## src/design/ccf_cfg.svh

```systemverilog
/*
 * Fetch block constants: field positions, codes, timings.
 * Assumes a 20 MHz clock.
 */
`ifndef CCF_CFG_SVH
`define CCF_CFG_SVH

// ----------------------------------------
// Timing
// ----------------------------------------
`define CCF_CLK_NS        50
`define CCF_XFER_GATE_NS  350
`define CCF_CYC_OVER_NS   150
`define CCF_XFER_CYC      ((`CCF_XFER_GATE_NS + `CCF_CLK_NS - 1) / `CCF_CLK_NS)
`define CCF_OVER_CYC      ((`CCF_CYC_OVER_NS + `CCF_CLK_NS - 1) / `CCF_CLK_NS)

// ----------------------------------------
// Control word field positions (bit 0 is the msb)
// ----------------------------------------
`define CCF_BIT(n)        (63 - (n))
`define CCF_STATUS_ADDR   24'h000040
`define CCF_CC_ACCEPT     2'h0
`define CCF_CC_STATUS     2'h1
`define CCF_CC_NOSEL      2'h3
`define CCF_OP_IDLE       2'h0
`define CCF_OP_WRITE      2'h1
`define CCF_OP_READ       2'h2
`define CCF_OP_RDBACK     2'h3
`define CCF_UNIT_HIGH     4'h0

`endif

```

## src/design/ccf_pkg.sv

```systemverilog
/*
 * Fetch block types.
 * Assumes numbers sit in ccf_cfg.svh.
 */
package ccf_pkg;
    typedef enum logic [6:0] {
        CCF_IDLE  = 7'h01,
        CCF_REQ   = 7'h02,
        CCF_ACC   = 7'h04,
        CCF_LATE  = 7'h08,
        CCF_XFER  = 7'h10,
        CCF_OVER  = 7'h20,
        CCF_FORM  = 7'h40
    } ccf_fetch_t;

    typedef enum logic [5:0] {
        CCF_SS_IDLE = 6'h01,
        CCF_SS_SEL  = 6'h02,
        CCF_SS_ADDR = 6'h04,
        CCF_SS_CHK  = 6'h08,
        CCF_SS_WAIT = 6'h10,
        CCF_SS_DONE = 6'h20
    } ccf_sub_t;
endpackage : ccf_pkg

```

## src/design/ccf_sub_if.sv

```systemverilog
/*
 * Main to subchannel hand-over.
 * Assumes one clock.
 */
`timescale 1ns/1ps
interface ccf_sub_if;
    logic       command_gate;
    logic [7:0] command_byte;
    logic [2:0] end_count;
    logic [2:0] init_bytes;
    logic [2:0] flags;
    logic       last_word;
    logic       dbl_last_word;
    logic       accept;
    logic       no_selection;
    logic       status_cycle;
    logic       busy;

    modport main (output command_gate, command_byte, end_count, init_bytes,
                  flags, last_word, dbl_last_word,
                  input  accept, no_selection, status_cycle, busy);
    modport sub  (input  command_gate, command_byte, end_count, init_bytes,
                  flags, last_word, dbl_last_word,
                  output accept, no_selection, status_cycle, busy);
endinterface : ccf_sub_if

```

## src/design/ccf_subchannel.sv

```systemverilog
/*
 * Selector subchannel initial selection.
 * Assumes tags synchronised by the top.
 */
`timescale 1ns/1ps
`include "ccf_cfg.svh"
module ccf_subchannel
    import ccf_pkg::*;
(
    // Clock and reset
    input  wire logic       clk_i,
    input  wire logic       rst_i,
    // Selection from main channel
    input  wire logic       select_i,
    input  wire logic [4:0] unit_low_i,
    // I/O interface tags (synchronised)
    input  wire logic       oper_in_i,
    input  wire logic       addr_in_i,
    input  wire logic       sel_in_i,
    input  wire logic [8:0] bus_in_i,
    input  wire logic       status_in_i,
    // I/O interface drive
    output logic       [8:0] bus_out_o,
    output logic             addr_out_o,
    output logic             sel_out_o,
    output logic             disconnect_o,
    // Hand-over
    ccf_sub_if.sub           hs
);
    typedef struct packed {
        ccf_sub_t   st;
        logic [8:0] unit_addr;
        logic       busy;
        logic       init_sel;
        logic       addr_out;
        logic       sel_out;
        logic       disconnect;
        logic       cmd_loaded;
        logic       accept;
        logic       no_sel;
        logic       status_cycle;
        logic [8:0] bus_out;
    } ss_t;

    ss_t s, next_s;

    // ----------------------------------------
    // Selection sequence
    // ----------------------------------------
    always_comb begin
        next_s = s;
        next_s.accept = 1'b0;
        next_s.no_sel = 1'b0;
        next_s.status_cycle = 1'b0;
        if (hs.command_gate) begin
            next_s.cmd_loaded = 1'b1;
        end
        case (s.st)
            CCF_SS_IDLE: begin
                // busy refuses selects
                if (select_i && !s.busy) begin
                    // reset, load address
                    next_s = '0;
                    // Parity rides in the top bit
                    next_s.unit_addr = {unit_low_i[4], `CCF_UNIT_HIGH, unit_low_i[3:0]};
                    next_s.st = CCF_SS_SEL;
                end
            end
            CCF_SS_SEL: begin
                // first phase sets busy
                next_s.busy = 1'b1;
                next_s.init_sel = 1'b1;
                next_s.st = CCF_SS_ADDR;
            end
            CCF_SS_ADDR: begin
                // address on bus out
                if (!oper_in_i) begin
                    next_s.bus_out = s.unit_addr;
                end
                next_s.st = CCF_SS_CHK;
            end
            CCF_SS_CHK: begin
                // odd parity at second phase
                if (!(^s.bus_out)) begin
                    next_s.disconnect = 1'b1;
                    next_s.status_cycle = 1'b1;
                    next_s.st = CCF_SS_DONE;
                end else begin
                    next_s.addr_out = 1'b1;
                    next_s.sel_out = 1'b1;
                    next_s.st = CCF_SS_WAIT;
                end
            end
            CCF_SS_WAIT: begin
                if (sel_in_i && s.sel_out) begin
                    // select returned, no device
                    next_s.no_sel = 1'b1;
                    next_s.sel_out = 1'b0;
                    next_s.addr_out = 1'b0;
                    next_s.st = CCF_SS_DONE;
                end else if (oper_in_i) begin
                    next_s.addr_out = 1'b0;
                    next_s.bus_out = 9'h000;
                    // compare returned address
                    if (addr_in_i && s.cmd_loaded) begin
                        if (status_in_i) begin
                            // nonzero status reported
                            if (bus_in_i[7:0] != 8'h00) begin
                                next_s.status_cycle = 1'b1;
                            end else begin
                                next_s.accept = 1'b1;
                            end
                            next_s.st = CCF_SS_DONE;
                        end else if (bus_in_i != s.unit_addr || !(^bus_in_i)) begin
                            next_s.status_cycle = 1'b1;
                            next_s.st = CCF_SS_DONE;
                        end
                    end
                end
            end
            CCF_SS_DONE: begin
                next_s.sel_out = 1'b0;
                next_s.addr_out = 1'b0;
                next_s.init_sel = 1'b0;
                next_s.busy = 1'b0;
                next_s.st = CCF_SS_IDLE;
            end
            default: begin
                next_s.st = CCF_SS_IDLE;
            end
        endcase
    end

    // State register
    always_ff @(posedge clk_i or posedge rst_i) begin
        if (rst_i) begin
            s <= '{st: CCF_SS_IDLE, default: '0};
        end else begin
            s <= next_s;
        end
    end

    assign bus_out_o       = s.bus_out;
    assign addr_out_o      = s.addr_out;
    assign sel_out_o       = s.sel_out;
    assign disconnect_o    = s.disconnect;
    assign hs.accept       = s.accept;
    assign hs.no_selection = s.no_sel;
    assign hs.status_cycle = s.status_cycle;
    assign hs.busy         = s.busy;
endmodule : ccf_subchannel

```

## src/design/ccf_channel.sv

```systemverilog
/*
 * Main channel command fetch and hand-over.
 * Assumes the arbiter runs on clk_i;
 * device tags are async.
 */
// How it works
// Load command address, raise storage request
// On response present address, address valid
// Accept sets latch, withdraws request
// Advance clears latch, captures data word
// Late advance, 350ns gate, 150ns cycle over
// Storage error sets selection check
// Clean finish sets in-channel, clears required
// Subchannel accept releases with code 00
// Select in returned gives code 11
// Status cycle stores word at 64, code 01
// Encode command into bits 6 and 7
// Keep protect key in bits 0-3
// Complement low address for read backward
// Add low address to count, overflow bits
// Prefix bits into bits 37 and 38
// Count 9-16 double last, 1-8 last
// Command gate hands fields to subchannel
// Ending trigger resets main channel
// Selected subchannel resets, loads unit address
// First phase sets busy, refuses selects
// Unit address on bus out
// Parity check, disconnect, status cycle
// Device answers, address compared
`timescale 1ns/1ps
`include "ccf_cfg.svh"
module ccf_channel
    import ccf_pkg::*;
(
    // Clock and reset
    input  wire logic        clk_i,
    input  wire logic        rst_i,
    // Start from processor side
    input  wire logic        start_i,
    input  wire logic [31:0] command_address_word_i,
    input  wire logic        cu_attached_i,
    input  wire logic [1:0]  prefix_i,
    input  wire logic [4:0]  unit_low_i,
    // Storage arbiter
    input  wire logic        arb_response_i,
    input  wire logic        arb_accept_i,
    input  wire logic        arb_advance_i,
    input  wire logic        arb_error_i,
    input  wire logic [63:0] storage_data_out_bus_i,
    output logic             storage_request_o,
    output logic             address_valid_o,
    output logic [23:0]      storage_address_register_o,
    output logic             status_store_o,
    output logic [63:0]      status_word_o,
    // Processor release
    output logic             release_o,
    output logic [1:0]       cond_code_o,
    output logic             sel_check_o,
    output logic             command_required_o,
    output logic [63:0]      control_word_o,
    // I/O interface
    input  wire logic        oper_in_i,
    input  wire logic        addr_in_i,
    input  wire logic        sel_in_i,
    input  wire logic        status_in_i,
    input  wire logic [8:0]  bus_in_i,
    output logic [8:0]       bus_out_o,
    output logic             addr_out_o,
    output logic             sel_out_o,
    output logic             disconnect_o
);
    localparam logic [3:0] XFER_N = 4'(`CCF_XFER_CYC);
    localparam logic [3:0] OVER_N = 4'(`CCF_OVER_CYC);

    typedef struct packed {
        ccf_fetch_t  st;
        logic        cmd_required;
        logic        req;
        logic        addr_valid;
        logic        accept_latch;
        logic        in_dreg;
        logic        in_channel;
        logic        sel_check;
        logic        err;
        logic [3:0]  tmr;
        logic [23:0] sar;
        logic [63:0] dreg;
        logic [63:0] creg;
        logic [7:0]  key;
        logic [2:0]  dab;
        logic        gate;
        logic        last;
        logic        dbl_last;
        logic        ending;
        logic        select;
        logic        release_p;
        logic [1:0]  cc;
        logic        stat_store;
        logic [63:0] stat_word;
        logic [2:0]  s1_oi;
        logic [2:0]  s2_oi;
        logic [8:0]  s1_bi;
        logic [8:0]  s2_bi;
    } ch_t;

    ch_t r, next_r;
    ccf_sub_if hs ();

    logic [8:0] sub_bus_out;
    logic       sub_addr_out;
    logic       sub_sel_out;
    logic       sub_disc;
    logic       status_meta;
    logic       status_sync;

    // ----------------------------------------
    // Subchannel
    // ----------------------------------------
    ccf_subchannel u_sub (
        .clk_i        (clk_i),
        .rst_i        (rst_i),
        .select_i     (r.select),
        .unit_low_i   (unit_low_i),
        .oper_in_i    (r.s2_oi[0]),
        .addr_in_i    (r.s2_oi[1]),
        .sel_in_i     (r.s2_oi[2]),
        .bus_in_i     (r.s2_bi),
        .status_in_i  (status_sync),
        .bus_out_o    (sub_bus_out),
        .addr_out_o   (sub_addr_out),
        .sel_out_o    (sub_sel_out),
        .disconnect_o (sub_disc),
        .hs           (hs.sub)
    );

    // Status tag synchroniser

    always_ff @(posedge clk_i or posedge rst_i) begin
        if (rst_i) begin
            status_meta <= 1'b0;
            status_sync <= 1'b0;
        end else begin
            status_meta <= status_in_i;
            status_sync <= status_meta;
        end
    end

    // ----------------------------------------
    // Fetch and control word formation
    // ----------------------------------------
    logic [1:0]  op_code;
    logic [2:0]  dab_fix;
    logic [16:0] sum;
    logic [63:0] cw;
    always_comb begin
        next_r = r;
        next_r.s1_oi = {sel_in_i, addr_in_i, oper_in_i};
        next_r.s2_oi = r.s1_oi;
        next_r.s1_bi = bus_in_i;
        next_r.s2_bi = r.s1_bi;
        next_r.gate = 1'b0;
        next_r.release_p = 1'b0;
        next_r.stat_store = 1'b0;
        next_r.ending = 1'b0;
        next_r.select = 1'b0;
        // Command code from op byte
        if (r.dreg[59:56] == 4'hC) begin
            op_code = `CCF_OP_RDBACK;
        end else if (r.dreg[56]) begin
            op_code = `CCF_OP_WRITE;
        end else if (r.dreg[57]) begin
            op_code = `CCF_OP_READ;
        end else begin
            op_code = `CCF_OP_IDLE;
        end
        // Complement for read backward
        dab_fix = (op_code == `CCF_OP_RDBACK) ? ~r.dreg[34:32] : r.dreg[34:32];
        // Count plus low address
        sum = {1'b0, r.dreg[15:0]} + {14'h0000, dab_fix};
        cw = r.dreg;
        // Keep protect key
        cw[63:60] = r.key[7:4];
        cw[`CCF_BIT(6)] = op_code[1];
        cw[`CCF_BIT(7)] = op_code[0];
        cw[34:32] = dab_fix;
        cw[15:0] = sum[15:0];
        if (sum[16]) begin
            cw[`CCF_BIT(47)] = 1'b1;
            cw[`CCF_BIT(46)] = 1'b1;
        end
        // Prefix bits via control unit
        if (cu_attached_i) begin
            cw[`CCF_BIT(37)] = prefix_i[1];
            cw[`CCF_BIT(38)] = prefix_i[0];
        end
        case (r.st)
            CCF_IDLE: begin
                if (start_i && !hs.busy) begin
                    // Address in, request up
                    next_r.sar = command_address_word_i[23:0];
                    next_r.key = command_address_word_i[31:24];
                    next_r.cmd_required = 1'b1;
                    next_r.in_channel = 1'b0;
                    next_r.sel_check = 1'b0;
                    next_r.err = 1'b0;
                    next_r.req = 1'b1;
                    next_r.select = 1'b1;
                    next_r.st = CCF_REQ;
                end
            end
            CCF_REQ: begin
                // Present address on response
                if (arb_response_i) begin
                    next_r.addr_valid = 1'b1;
                end
                if (arb_accept_i && r.addr_valid) begin
                    // Accept latch drops request
                    next_r.accept_latch = 1'b1;
                    next_r.req = 1'b0;
                    next_r.addr_valid = 1'b0;
                    next_r.st = CCF_ACC;
                end
            end
            CCF_ACC: begin
                if (arb_error_i) begin
                    next_r.err = 1'b1;
                end
                // Advance captures the word
                if (arb_advance_i) begin
                    next_r.accept_latch = 1'b0;
                    next_r.dreg = storage_data_out_bus_i;
                    next_r.st = CCF_LATE;
                end
            end
            CCF_LATE: begin
                // Late advance marks word held
                next_r.in_dreg = 1'b1;
                next_r.tmr = XFER_N;
                next_r.st = CCF_XFER;
            end
            CCF_XFER: begin
                // Transfer gate period
                next_r.tmr = r.tmr - 4'h1;
                if (r.tmr == 4'h1) begin
                    next_r.creg = cw;
                    next_r.dab = dab_fix;
                    next_r.in_dreg = 1'b0;
                    next_r.tmr = OVER_N;
                    next_r.st = CCF_OVER;
                end
            end
            CCF_OVER: begin
                next_r.tmr = r.tmr - 4'h1;
                if (r.tmr == 4'h1) begin
                    if (r.err) begin
                        // Selection sequence check
                        next_r.sel_check = 1'b1;
                        next_r.ending = 1'b1;
                        next_r.st = CCF_IDLE;
                    end else begin
                        // Word in channel
                        next_r.in_channel = 1'b1;
                        next_r.cmd_required = 1'b0;
                        next_r.st = CCF_FORM;
                    end
                end
            end
            CCF_FORM: begin
                // Short count flags
                next_r.dbl_last = (r.creg[15:0] >= 16'h0009) &&
                                  (r.creg[15:0] <= 16'h0010);
                next_r.last = (r.creg[15:0] >= 16'h0001) &&
                              (r.creg[15:0] <= 16'h0008);
                // Command gate out
                next_r.gate = 1'b1;
                // Ending trigger frees channel
                next_r.ending = 1'b1;
                next_r.st = CCF_IDLE;
            end
            default: begin
                next_r.st = CCF_IDLE;
            end
        endcase
        if (hs.accept) begin
            // Release with code 00
            next_r.release_p = 1'b1;
            next_r.cc = `CCF_CC_ACCEPT;
        end else if (hs.no_selection) begin
            // Release with code 11
            next_r.release_p = 1'b1;
            next_r.cc = `CCF_CC_NOSEL;
        end else if (hs.status_cycle || (r.ending && r.sel_check)) begin
            // Status word to storage
            next_r.stat_store = 1'b1;
            next_r.stat_word = {r.key, r.sar, 8'h00, r.s2_bi[7:0], 16'h0000};
            next_r.release_p = 1'b1;
            next_r.cc = `CCF_CC_STATUS;
        end
    end

    // State register
    always_ff @(posedge clk_i or posedge rst_i) begin
        if (rst_i) begin
            r <= '{st: CCF_IDLE, default: '0};
        end else begin
            r <= next_r;
        end
    end

    // Hand-over wires from registers
    assign hs.command_gate  = r.gate;
    assign hs.command_byte  = r.dreg[63:56];
    assign hs.end_count     = r.creg[2:0];
    assign hs.init_bytes    = r.dab;
    assign hs.flags         = r.creg[`CCF_BIT(32):`CCF_BIT(34)];
    assign hs.last_word     = r.last;
    assign hs.dbl_last_word = r.dbl_last;

    // Output flops
    always_ff @(posedge clk_i or posedge rst_i) begin
        if (rst_i) begin
            bus_out_o    <= 9'h000;
            addr_out_o   <= 1'b0;
            sel_out_o    <= 1'b0;
            disconnect_o <= 1'b0;
        end else begin
            bus_out_o    <= sub_bus_out;
            addr_out_o   <= sub_addr_out;
            sel_out_o    <= sub_sel_out;
            disconnect_o <= sub_disc;
        end
    end

    assign storage_request_o          = r.req;
    assign address_valid_o            = r.addr_valid;
    assign storage_address_register_o = r.stat_store ? `CCF_STATUS_ADDR : r.sar;
    assign status_store_o             = r.stat_store;
    assign status_word_o              = r.stat_word;
    assign release_o                  = r.release_p;
    assign cond_code_o                = r.cc;
    assign sel_check_o                = r.sel_check;
    assign command_required_o         = r.cmd_required;
    assign control_word_o             = r.creg;
endmodule : ccf_channel

```

## config.mk

```make
export PLATFORM = sky130hd
export DESIGN_NAME = ccf_channel
export DESIGN_NICKNAME = d
export VERILOG_FILES = /design/src/design/ccf_pkg.sv /design/src/design/ccf_sub_if.sv /design/src/design/ccf_subchannel.sv /design/src/design/ccf_channel.sv
export VERILOG_INCLUDE_DIRS = /design/src /design/src/design
export SDC_FILE = /design/constraint.sdc
export NUM_CORES = 1
export LEC_CHECK = 0
export ABC_AREA = 0
export BUFFER_PORTS_ARGS = -buffer_cell sky130_fd_sc_hd__buf_2
export CAP_MARGIN = 20
export CORE_ASPECT_RATIO = 1.75
export CORE_UTILIZATION = 45
export DETAILED_ROUTE_END_ITERATION = 16
export PLACE_DENSITY = 0.68
export SKIP_CTS_REPAIR_TIMING = 1
export SYNTH_ARGS = -nofsm -noshare
export SYNTH_HDL_FRONTEND = slang
export SYNTH_HIERARCHICAL = 1
export SYNTH_SLANG_ARGS = --single-unit
export TNS_END_PERCENT = 30
```

## constraint.sdc

```tcl
create_clock -name clk_i -period 22.6 [get_ports clk_i]
set_clock_uncertainty 0.2 [all_clocks]
set_input_delay 4.52 -clock clk_i [delete_from_list [all_inputs] [get_ports clk_i]]
set_output_delay 4.52 -clock clk_i [all_outputs]
set_load 0.03 [all_outputs]
```

* Word-level counts from Yosys, hierarchy flattened
Cells that the tools add are included.
W data, S select, Z words.
** Storage, ports and cells
- Register bits :: 287
- Word-level logic and storage cells :: 200
- Output and inout port bits :: 172
- Bits of input ports :: 124
** Operators by class
- $lt $le $gt $ge :: 4
- Equal/unequal tests :: 35
- Multiplexer cells :: 73
- Add/sub/neg operators :: 2
- Reductions and logical operators :: 42
- Bitwise gates (word level) :: 3
** Operators with widths (count)
- $mux W65 :: 2
- $mux W68 :: 1
- $pmux W7 S6 :: 1
- $mux W6 :: 6
- $mux W33 :: 1
- $pmux W6 S5 :: 1
- $mux W7 :: 4
- $pmux W9 S3 :: 1
- $mux W1 :: 26
- $mux W24 :: 1
- $ne A2 B2 Y1 const B :: 12
- $mux W10 :: 2
- $reduce_and A4 Y1 :: 5
- $mux W9 :: 2
- $reduce_xor A9 Y1 :: 2
- $add A16 B3 Y17 :: 1
- $ge A16 B1 Y1 const B :: 1
- $ge A16 B4 Y1 const B :: 1
- $le A16 B4 Y1 const B :: 1
- $le A16 B5 Y1 const B :: 1
- $mux W3 :: 5
- $mux W2 :: 7
- $pmux W1 S2 :: 6
- $pmux W4 S3 :: 1
- 40 further kinds :: 68

* Longest topological paths before layout
Gate-level depths: netlist (run 1).
- Depth in word-level cells :: 9
- Depth in mapped cells :: 11
- Mapped depth without buffers :: 11

* By module
Netlist (run 1), hierarchy kept.
** Modules (own cells, without submodules)
- ccf_channel :: area an instance 11541.1 µm², cells an instance 1022, times used 1, sequential area each 6582.6 µm²
- ccf_subchannel :: area an instance 1505.2 µm², cells an instance 158, times used 1, sequential area each 601.8 µm²

* Least setup slack after synthesis (run 1)
No wires, ideal clock.
- Path type :: flip-flop to output port
- Start point :: register r, in the netlist status_store_o
- End point :: output storage_address_register_o[10]
- Data arrival time :: 1.227 ns
- Required time :: 17.880 ns
- Path slack :: 16.653 ns
- Cell stages (with the launch flop) :: 3
- Buffers on the path :: 1
- Cell sequence :: dfrtp_1 clkbuf_1 nor2b_1
** Between the ends
- Longest elaborated chain between the ends :: 1
** Ends and longest elaborated chain
- from (decl) :: RTL line ccf_channel.sv:106 : ch_t r, next_r;
- from (signal assigned) :: RTL line ccf_channel.sv:306 : r <= next_r;
- $mux W24 :: RTL line ccf_channel.sv:336 : assign storage_address_register_o = r.stat_store ? `CCF_STATUS_ADDR : r.sar;
- to (decl) :: RTL line ccf_channel.sv:52 : output logic [23:0] storage_address_register_o,
No other way between the ends.

* Worst setup path in the final report (run 1)
- Start point :: register r, in the netlist status_store_o
- End point :: output storage_address_register_o[6]
The elaborated chain is that of the path after synthesis.

==> out/qor.tcl, run 1 <==
set qor(route.detailed.drc) 0
set qor(internal-power_mw) 0.915
set qor(antenna_found_initial) 2
set qor(globalRouteTotalUtil_pct) 18.2
set qor(rsz0062_at_grt) {false}
set qor(hold_path_end) {r[4]}
set qor(timing.reg2reg.setup_slack_ns) 19.16
set qor(drive_gt1_share_pct) 31.5
set qor(drt_wl_total_um) 26100
set qor(fin_setup_tns_ns) 0
set qor(placedCellCount) 1646
set qor(reg2reg_from) {hs.command_byte[0]}
set qor(relSlewSlack_pct) 36.2
set qor(number_of_slew_limit_violations_in_the_final_report) 0
set qor(worstSetupStartpointType) {register}
set qor(peakVddDrop_mv) 0.0722
set qor(max_cap_viol_count) 0
set qor(holdPathStages) 0
set qor(port_buffers) 267
set qor(period_minus_slack_ns) 6.56
set qor(clockBufferDepth) 3
set qor(globalplace.congestion) 0.782
set qor(synth_warnings) 6
set qor(floorplan.initialDensity_pct) 45.8
set qor(grt_start_max_net_pins) 110
set qor(hpwlAfterDp_um) 18000
set qor(number_of_hold_violations_in_the_final_report) 0
set qor(power_mw) 1.26
set qor(worst_skew_pair.late_latency_ns) 0.54
set qor(floorplan_core_area_mm2) 0.0279
set qor(reg2reg_depth) 10
set qor(post_synth_inst_count) 1156
set qor(finalCritPeriodShare_pct) 29.0
set qor(power.sequential.fraction_pct) 46.8
set qor(grt_pass1_vias) 8241
set qor(mappedNetlistArea_mm2) 0.0128
set qor(crit_start) {status_store_o}
set qor(reg2reg_to) {control_word_o[14]}
set qor(fin_worst_hold_slack_ns) 0.143
set qor(clock-root-buffer) {sky130_fd_sc_hd__clkbuf_16}
set qor(hold_path_startpoint) {next_r[4]}
set qor(post-place-ws_ns) 16.12
set qor(finalCoreUtilization_pct) 51.6
set qor(pwr_density_cell_mw_per_mm2) 87.6
set qor(ioPinCount) 296
set qor(floorplan.die_area_mm2) 0.0291
set qor(post-route-worst-setup-slack_ns) 16.04
set qor(timing.critical_path.arrival_ns) 1.84
set qor(clkSlewWorstSetupHoldPaths_ns) 0.06
set qor(dieHeight_um) 225
set qor(final_cell_area_mm2) 0.0144
set qor(worst_slew_pin_slew_ns) 0.956
set qor(routed_wire_length_per_instance_um) 15.4
set qor(combPwrFrac_pct) 15.9
set qor(power.switching_mw) 0.344
set qor(syn_avg_cell_area_um2) 11.0
set qor(ant_nets) 0
set qor(cts_made_buffers) 27
set qor(status) {complete, no violations}
set qor(worstSetupPathType) {reg2out}
set qor(fmax_ghz) 0.153
set qor(power.share.clock_pct) 37.3
set qor(h-tree-depth) 1
set qor(final-instance-count-excl-fill) 1698
set qor(setup-violations-final) 0
set qor(grt-ovfl-total) 0
set qor(via_count) 8153
set qor(crit_path_max_fo) 25
set qor(power.switching_fraction_pct) 27.3
set qor(floorplan.rows) 81
set qor(flow.area_growth_from_synthesis_pct) 12.7
set qor(design.final.nets) 1437
set qor(detail_route.iter0.violations) 317
set qor(drt-vias-per-instance) 4.80
set qor(tritoncts) {yes}
set qor(placement.cell_area_mm2) 0.0134
set qor(global_route_wire_length_before_repair_um) 41600
set qor(p_leak_nw) 8.02
set qor(cts.sinks) 281
set qor(cp-end-kind) {output pin}
set qor(min_path_type) {reg2reg}
set qor(first_pass_iters) 4
set qor(critical_path_required_ns) 17.88
set qor(die_w_um) 129
sequential cells by signal, summed over array words and instances (netlist names), 2 cells and up:
signal,cells
bus_out_o,9
cond_code_o,2
control_word_o,64
cw,39
hs.command_byte,2
next_r,12
r,77
status_word_o,40
u_sub/bus_out_o,5
u_sub/s,12
per-layer routing:
layer / wire (µm) / global-route usage [%] / vias to the layer above
met3: 1830 / 4.69 / 65
met2: 13700 / 33.2 / 258
li1: - / - / 3853
met4: 942 / 7.97 / 0
met1: 9660 / 19.5 / 3977
met5: 0 / 0 / -
layout by cell type, fill, tap and decap left out, drive strengths merged, types with 3 or more instances in the layout:
cell type,instances
nand2,313
dfrtp,279
buf,275
mux2,92
inv,37
clkbuf,37
nor2,33
o21ai,32
conb,28
nor2b,26
a21oi,19
xnor2,16
xor2,14
nand3,14
nor3,11
ha,9
mux2i,8
nand2b,6
clkinv,6
nand4,5
a31oi,5
nor4,5
or2,4
a22o,4
nor4b,4
nor3b,4
bufinv,3
cell type report:
type | count | area, µm²
clock inverters | 12 | 151
repair buffers | 275 | 1420
well taps | 373 | 467
multi-input cells | 682 | 4390
diodes | 2 | 5.00
fillers | 2497 | 13500
clock buffers | 37 | 773
inverters | 36 | 143
flip-flops and latches | 281 | 7030
worst max path at each step:
stage                                         end  slack [ns]  cells after the start
floorplan                              addr_out_o       10.81                      1
global placement               control_word_o[45]       16.15                      3
detailed placement             control_word_o[45]       16.12                      3
CTS                 storage_address_register_o[6]       15.95                      2
global route        storage_address_register_o[6]       15.90                      2
finish              storage_address_register_o[6]       16.04                      2
power by group through the flow:
stage | registers, mW | logic [mW] | clock network [mW]
after floorplan | 0.588 | 0.159 | 0
after global placement | 0.595 | 0.198 | 0
after detailed placement | 0.598 | 0.201 | 0
after CTS | 0.589 | 0.202 | 0.485
after global routing | 0.595 | 0.218 | 0.503
final | 0.589 | 0.200 | 0.469
critical path: stages (launching register included):
cell and delay [ns]:
sky130_fd_sc_hd__dfrtp_1 0.89, sky130_fd_sc_hd__or2_2 0.22, sky130_fd_sc_hd__buf_2 0.19
(Power assumes the default switching activity.)
==> run 2, diff against run 1 <==
ABC_AREA = 1   (was 0)
PLACE_DENSITY = 0.71   (was 0.68)
clock period = 5.45 ns   (was 22.6 ns; I/O delays follow)
==> run 2 against run 1 <==
Net effect:
- sequential share of layout area is 1.3 points higher
- global-route usage is 1.2 points higher
- highest routed layer is now met5
- clock-buffer cell count is 1 higher
- combinational power grew to 8.4 times the previous value
==> out/qor.tcl, run 2 <==
set qor(pwr_density_cell_mw_per_mm2) 449 ;# +410%
set qor(drive_gt1_share_pct) 22.0 ;# -9.5 points
set qor(status) {complete, no violations}
set qor(first_pass_iters) 5 ;# +1
set qor(syn_avg_cell_area_um2) 8.80 ;# -20%
set qor(peakVddDrop_mv) 0.315 ;# +340%
set qor(via_count) 9065 ;# +11%
set qor(largest-register) {r}
set qor(largest_incremental_delay_on_the_critical_path_ns) 0.67 ;# -0.22 ns
set qor(worstSetupStartpointType) {register}
set qor(grt_util_met3_pct) 4.06 ;# -0.62 points
set qor(tritoncts) {yes}
set qor(power.switching_fraction_pct) 34.7 ;# +7.4 points
set qor(holdPathStages) 0 ;# unchanged
set qor(critPathMostFrequentCell) {sky130_fd_sc_hd__nand2_1}
set qor(h-tree-depth) 1 ;# unchanged
set qor(reg2reg_to) {r[186]}
set qor(rsz0062_at_grt) {false}
set qor(power.share.clock_pct) 30.1 ;# -7.2 points
set qor(mostFrequentLayoutCells) {sky130_fd_sc_hd__nand2_1 (462), sky130_fd_sc_hd__dfrtp_1 (279), sky130_fd_sc_hd__buf_2 (267)}
set qor(cts.sinks) 281 ;# unchanged
set qor(clkSlewWorstSetupHoldPaths_ns) 0.06 ;# about the same
set qor(power.sequential.fraction_pct) 43.2 ;# -3.6 points
set qor(power_mw) 6.28 ;# +400%
set qor(finalCoreUtilization_pct) 52.2 ;# +0.66 points
set qor(fmax_ghz) 0.297
set qor(ant_nets) 0 ;# unchanged
set qor(critical_path.cell_chain) {nor2_1, nand2_1, nor2_2, nand2_1, inv_2, buf_4, nand2_1, o21ai_0}
set qor(flow.area_growth_from_synthesis_pct) 13.2
set qor(period_minus_slack_ns) 3.37
set qor(cp-end-kind) {register}
set qor(floorplan.rows) 79 ;# -2.5%
set qor(number_of_hold_violations_in_the_final_report) 0 ;# unchanged
set qor(synth_warnings) 6 ;# unchanged
set qor(dieHeight_um) 221 ;# -1.6%
set qor(post_synth_inst_count) 1404 ;# +21%
set qor(worstSetupPathType) {reg2reg}
set qor(crit_family) {simple AND/OR/NAND/NOR gates}
set qor(critical_path_required_ns) 5.71 ;# -12.17 ns
set qor(port_buffers) 267 ;# unchanged
set qor(grt_start_max_net_pins) 135 ;# +23%
set qor(reg2reg_from) {r[276]}
set qor(detail_route.iter0.violations) 369 ;# +16%
set qor(antenna_found_initial) 2 ;# unchanged
set qor(ioPinCount) 296 ;# unchanged
set qor(mostFrequentLayoutCell) {sky130_fd_sc_hd__nand2_1}
set qor(relSlewSlack_pct) 33.4 ;# -2.8 points
set qor(hold_path_end) {r[18]}
set qor(p_leak_nw) 7.82 ;# -2.5%
set qor(buf_inv_stages_crit_path) 2 ;# +1
set qor(max_cap_viol_count) 0 ;# unchanged
set qor(final-instance-count-excl-fill) 1935 ;# +14%
set qor(global_route_wire_length_before_repair_um) 44200 ;# +6.1%
set qor(number_of_slew_limit_violations_in_the_final_report) 0 ;# unchanged
set qor(clock-root-buffer) {sky130_fd_sc_hd__clkbuf_16}
set qor(gr-usage-met2_pct) 35.4 ;# +2.3 points
set qor(timing.critical_path.arrival_ns) 3.63 ;# +1.79 ns
set qor(min_path_type) {reg2reg}
set qor(die_w_um) 127 ;# -1.6%
set qor(crit_path_max_fo) 64 ;# +160%
set qor(floorplan.die_area_mm2) 0.0282 ;# -3.1%
set qor(worst_slew_pin_slew_ns) 0.997 ;# +0.0412 ns
set qor(design.final.nets) 1685 ;# +17%
set qor(grt_pass1_vias) 9209 ;# +12%
set qor(setup-violations-final) 0 ;# unchanged
set qor(crit_start) {r[276]}
set qor(floorplan.initialDensity_pct) 46.1 ;# +0.36 points
set qor(clockBufferDepth) 3 ;# unchanged
set qor(placedCellCount) 1886 ;# +15%
set qor(mappedNetlistArea_mm2) 0.0124 ;# -3.1%
set qor(fin_setup_tns_ns) 0 ;# unchanged
set qor(route.detailed.drc) 0 ;# unchanged
set qor(grt.busiest_layer) {met2}
set qor(finalCritPeriodShare_pct) 61.9
set qor(post-route-worst-setup-slack_ns) 2.08 ;# -13.97 ns
set qor(post-place-ws_ns) 1.77 ;# -14.35 ns
set qor(floorplan_core_area_mm2) 0.0268 ;# -3.9%
set qor(power.switching_mw) 2.18 ;# +530%
set qor(cts_made_buffers) 27 ;# unchanged
set qor(combPwrFrac_pct) 26.6 ;# +11 points
set qor(met1_usage_pct) 21.2 ;# +1.7 points
set qor(grt-ovfl-total) 0 ;# unchanged
set qor(hpwlAfterDp_um) 18900 ;# +4.7%
set qor(globalRouteTotalUtil_pct) 19.4 ;# +1.2 points
set qor(internal-power_mw) 4.10 ;# +350%
set qor(routed_wire_length_per_instance_um) 13.9 ;# -9.4%
set qor(largest_reg_flops) 77 ;# unchanged
set qor(hold_path_startpoint) {next_r[18]}
set qor(standard_cell_with_the_maximum_stage_delay_on_the_critical_path) {sky130_fd_sc_hd__inv_2}
set qor(reg2reg_depth) 8 ;# -2
set qor(worst_skew_pair.late_latency_ns) 0.55 ;# about the same
set qor(drt_wl_total_um) 27000 ;# +3.2%
set qor(drt-vias-per-instance) 4.68 ;# -2.4%
set qor(globalplace.congestion) 0.830 ;# +6.2%
set qor(timing.reg2reg.setup_slack_ns) 2.08 ;# -17.08 ns
## run 2: worst register-to-register path: stages (launching register included)
cell and delay (ns):
sky130_fd_sc_hd__dfrtp_1 0.40, sky130_fd_sc_hd__nor2_1 0.16, sky130_fd_sc_hd__nand2_1 0.11, sky130_fd_sc_hd__nor2_2 0.24
sky130_fd_sc_hd__nand2_1 0.64, sky130_fd_sc_hd__inv_2 0.67, sky130_fd_sc_hd__buf_4 0.60, sky130_fd_sc_hd__nand2_1 0.17
sky130_fd_sc_hd__o21ai_0 0.10
## run 2: power groups by stage
stage                     Sequential (mW)  Clock (mW)  Combinational [mW]
after detailed placement             2.75           0                1.69
after CTS                            2.72        1.96                1.69
after global placement               2.74           0                1.65
after floorplan                      2.73           0                1.32
final                                2.71        1.89                1.67
after global routing                 2.76        2.03                1.89
## run 2: area by class of cell
| class | count | area (µm²) |
|---|---|---|
| Sequential cell | 281 | 7030 |
| Clock buffer | 38 | 777 |
| Timing Repair Buffer | 274 | 1410 |
| Inverter | 144 | 544 |
| Antenna cell | 1 | 2.50 |
| Fill cell | 2514 | 12800 |
| Multi-Input combinational cell | 823 | 3650 |
| Clock inverter | 10 | 114 |
| Tap cell | 364 | 455 |
## run 2: layer usage
metal,share of wire [%],wire length (µm)
met5,0.048,13
met1,38,10300
met4,4.1,1110
met3,5.8,1570
met2,52,14000
## run 2: through the flow
stage | hold WS (ns) | instance area (µm²)
global route | 0.156 | 14000
floorplan | 0.131 | 12500
detailed placement | 0.136 | 13100
CTS | 0.151 | 14000
global placement | 0.134 | 13100
finish | 0.148 | 14000
## run 2: worst max path at each step
stage                       to  slack, ns  depth (start not counted)
finish                  r[186]       2.08                          8
global route            cw[35]       1.72                          8
CTS                     r[186]       2.01                          8
detailed placement      r[181]       1.77                          5
global placement        r[185]       1.86                          5
floorplan           addr_out_o       0.78                          1
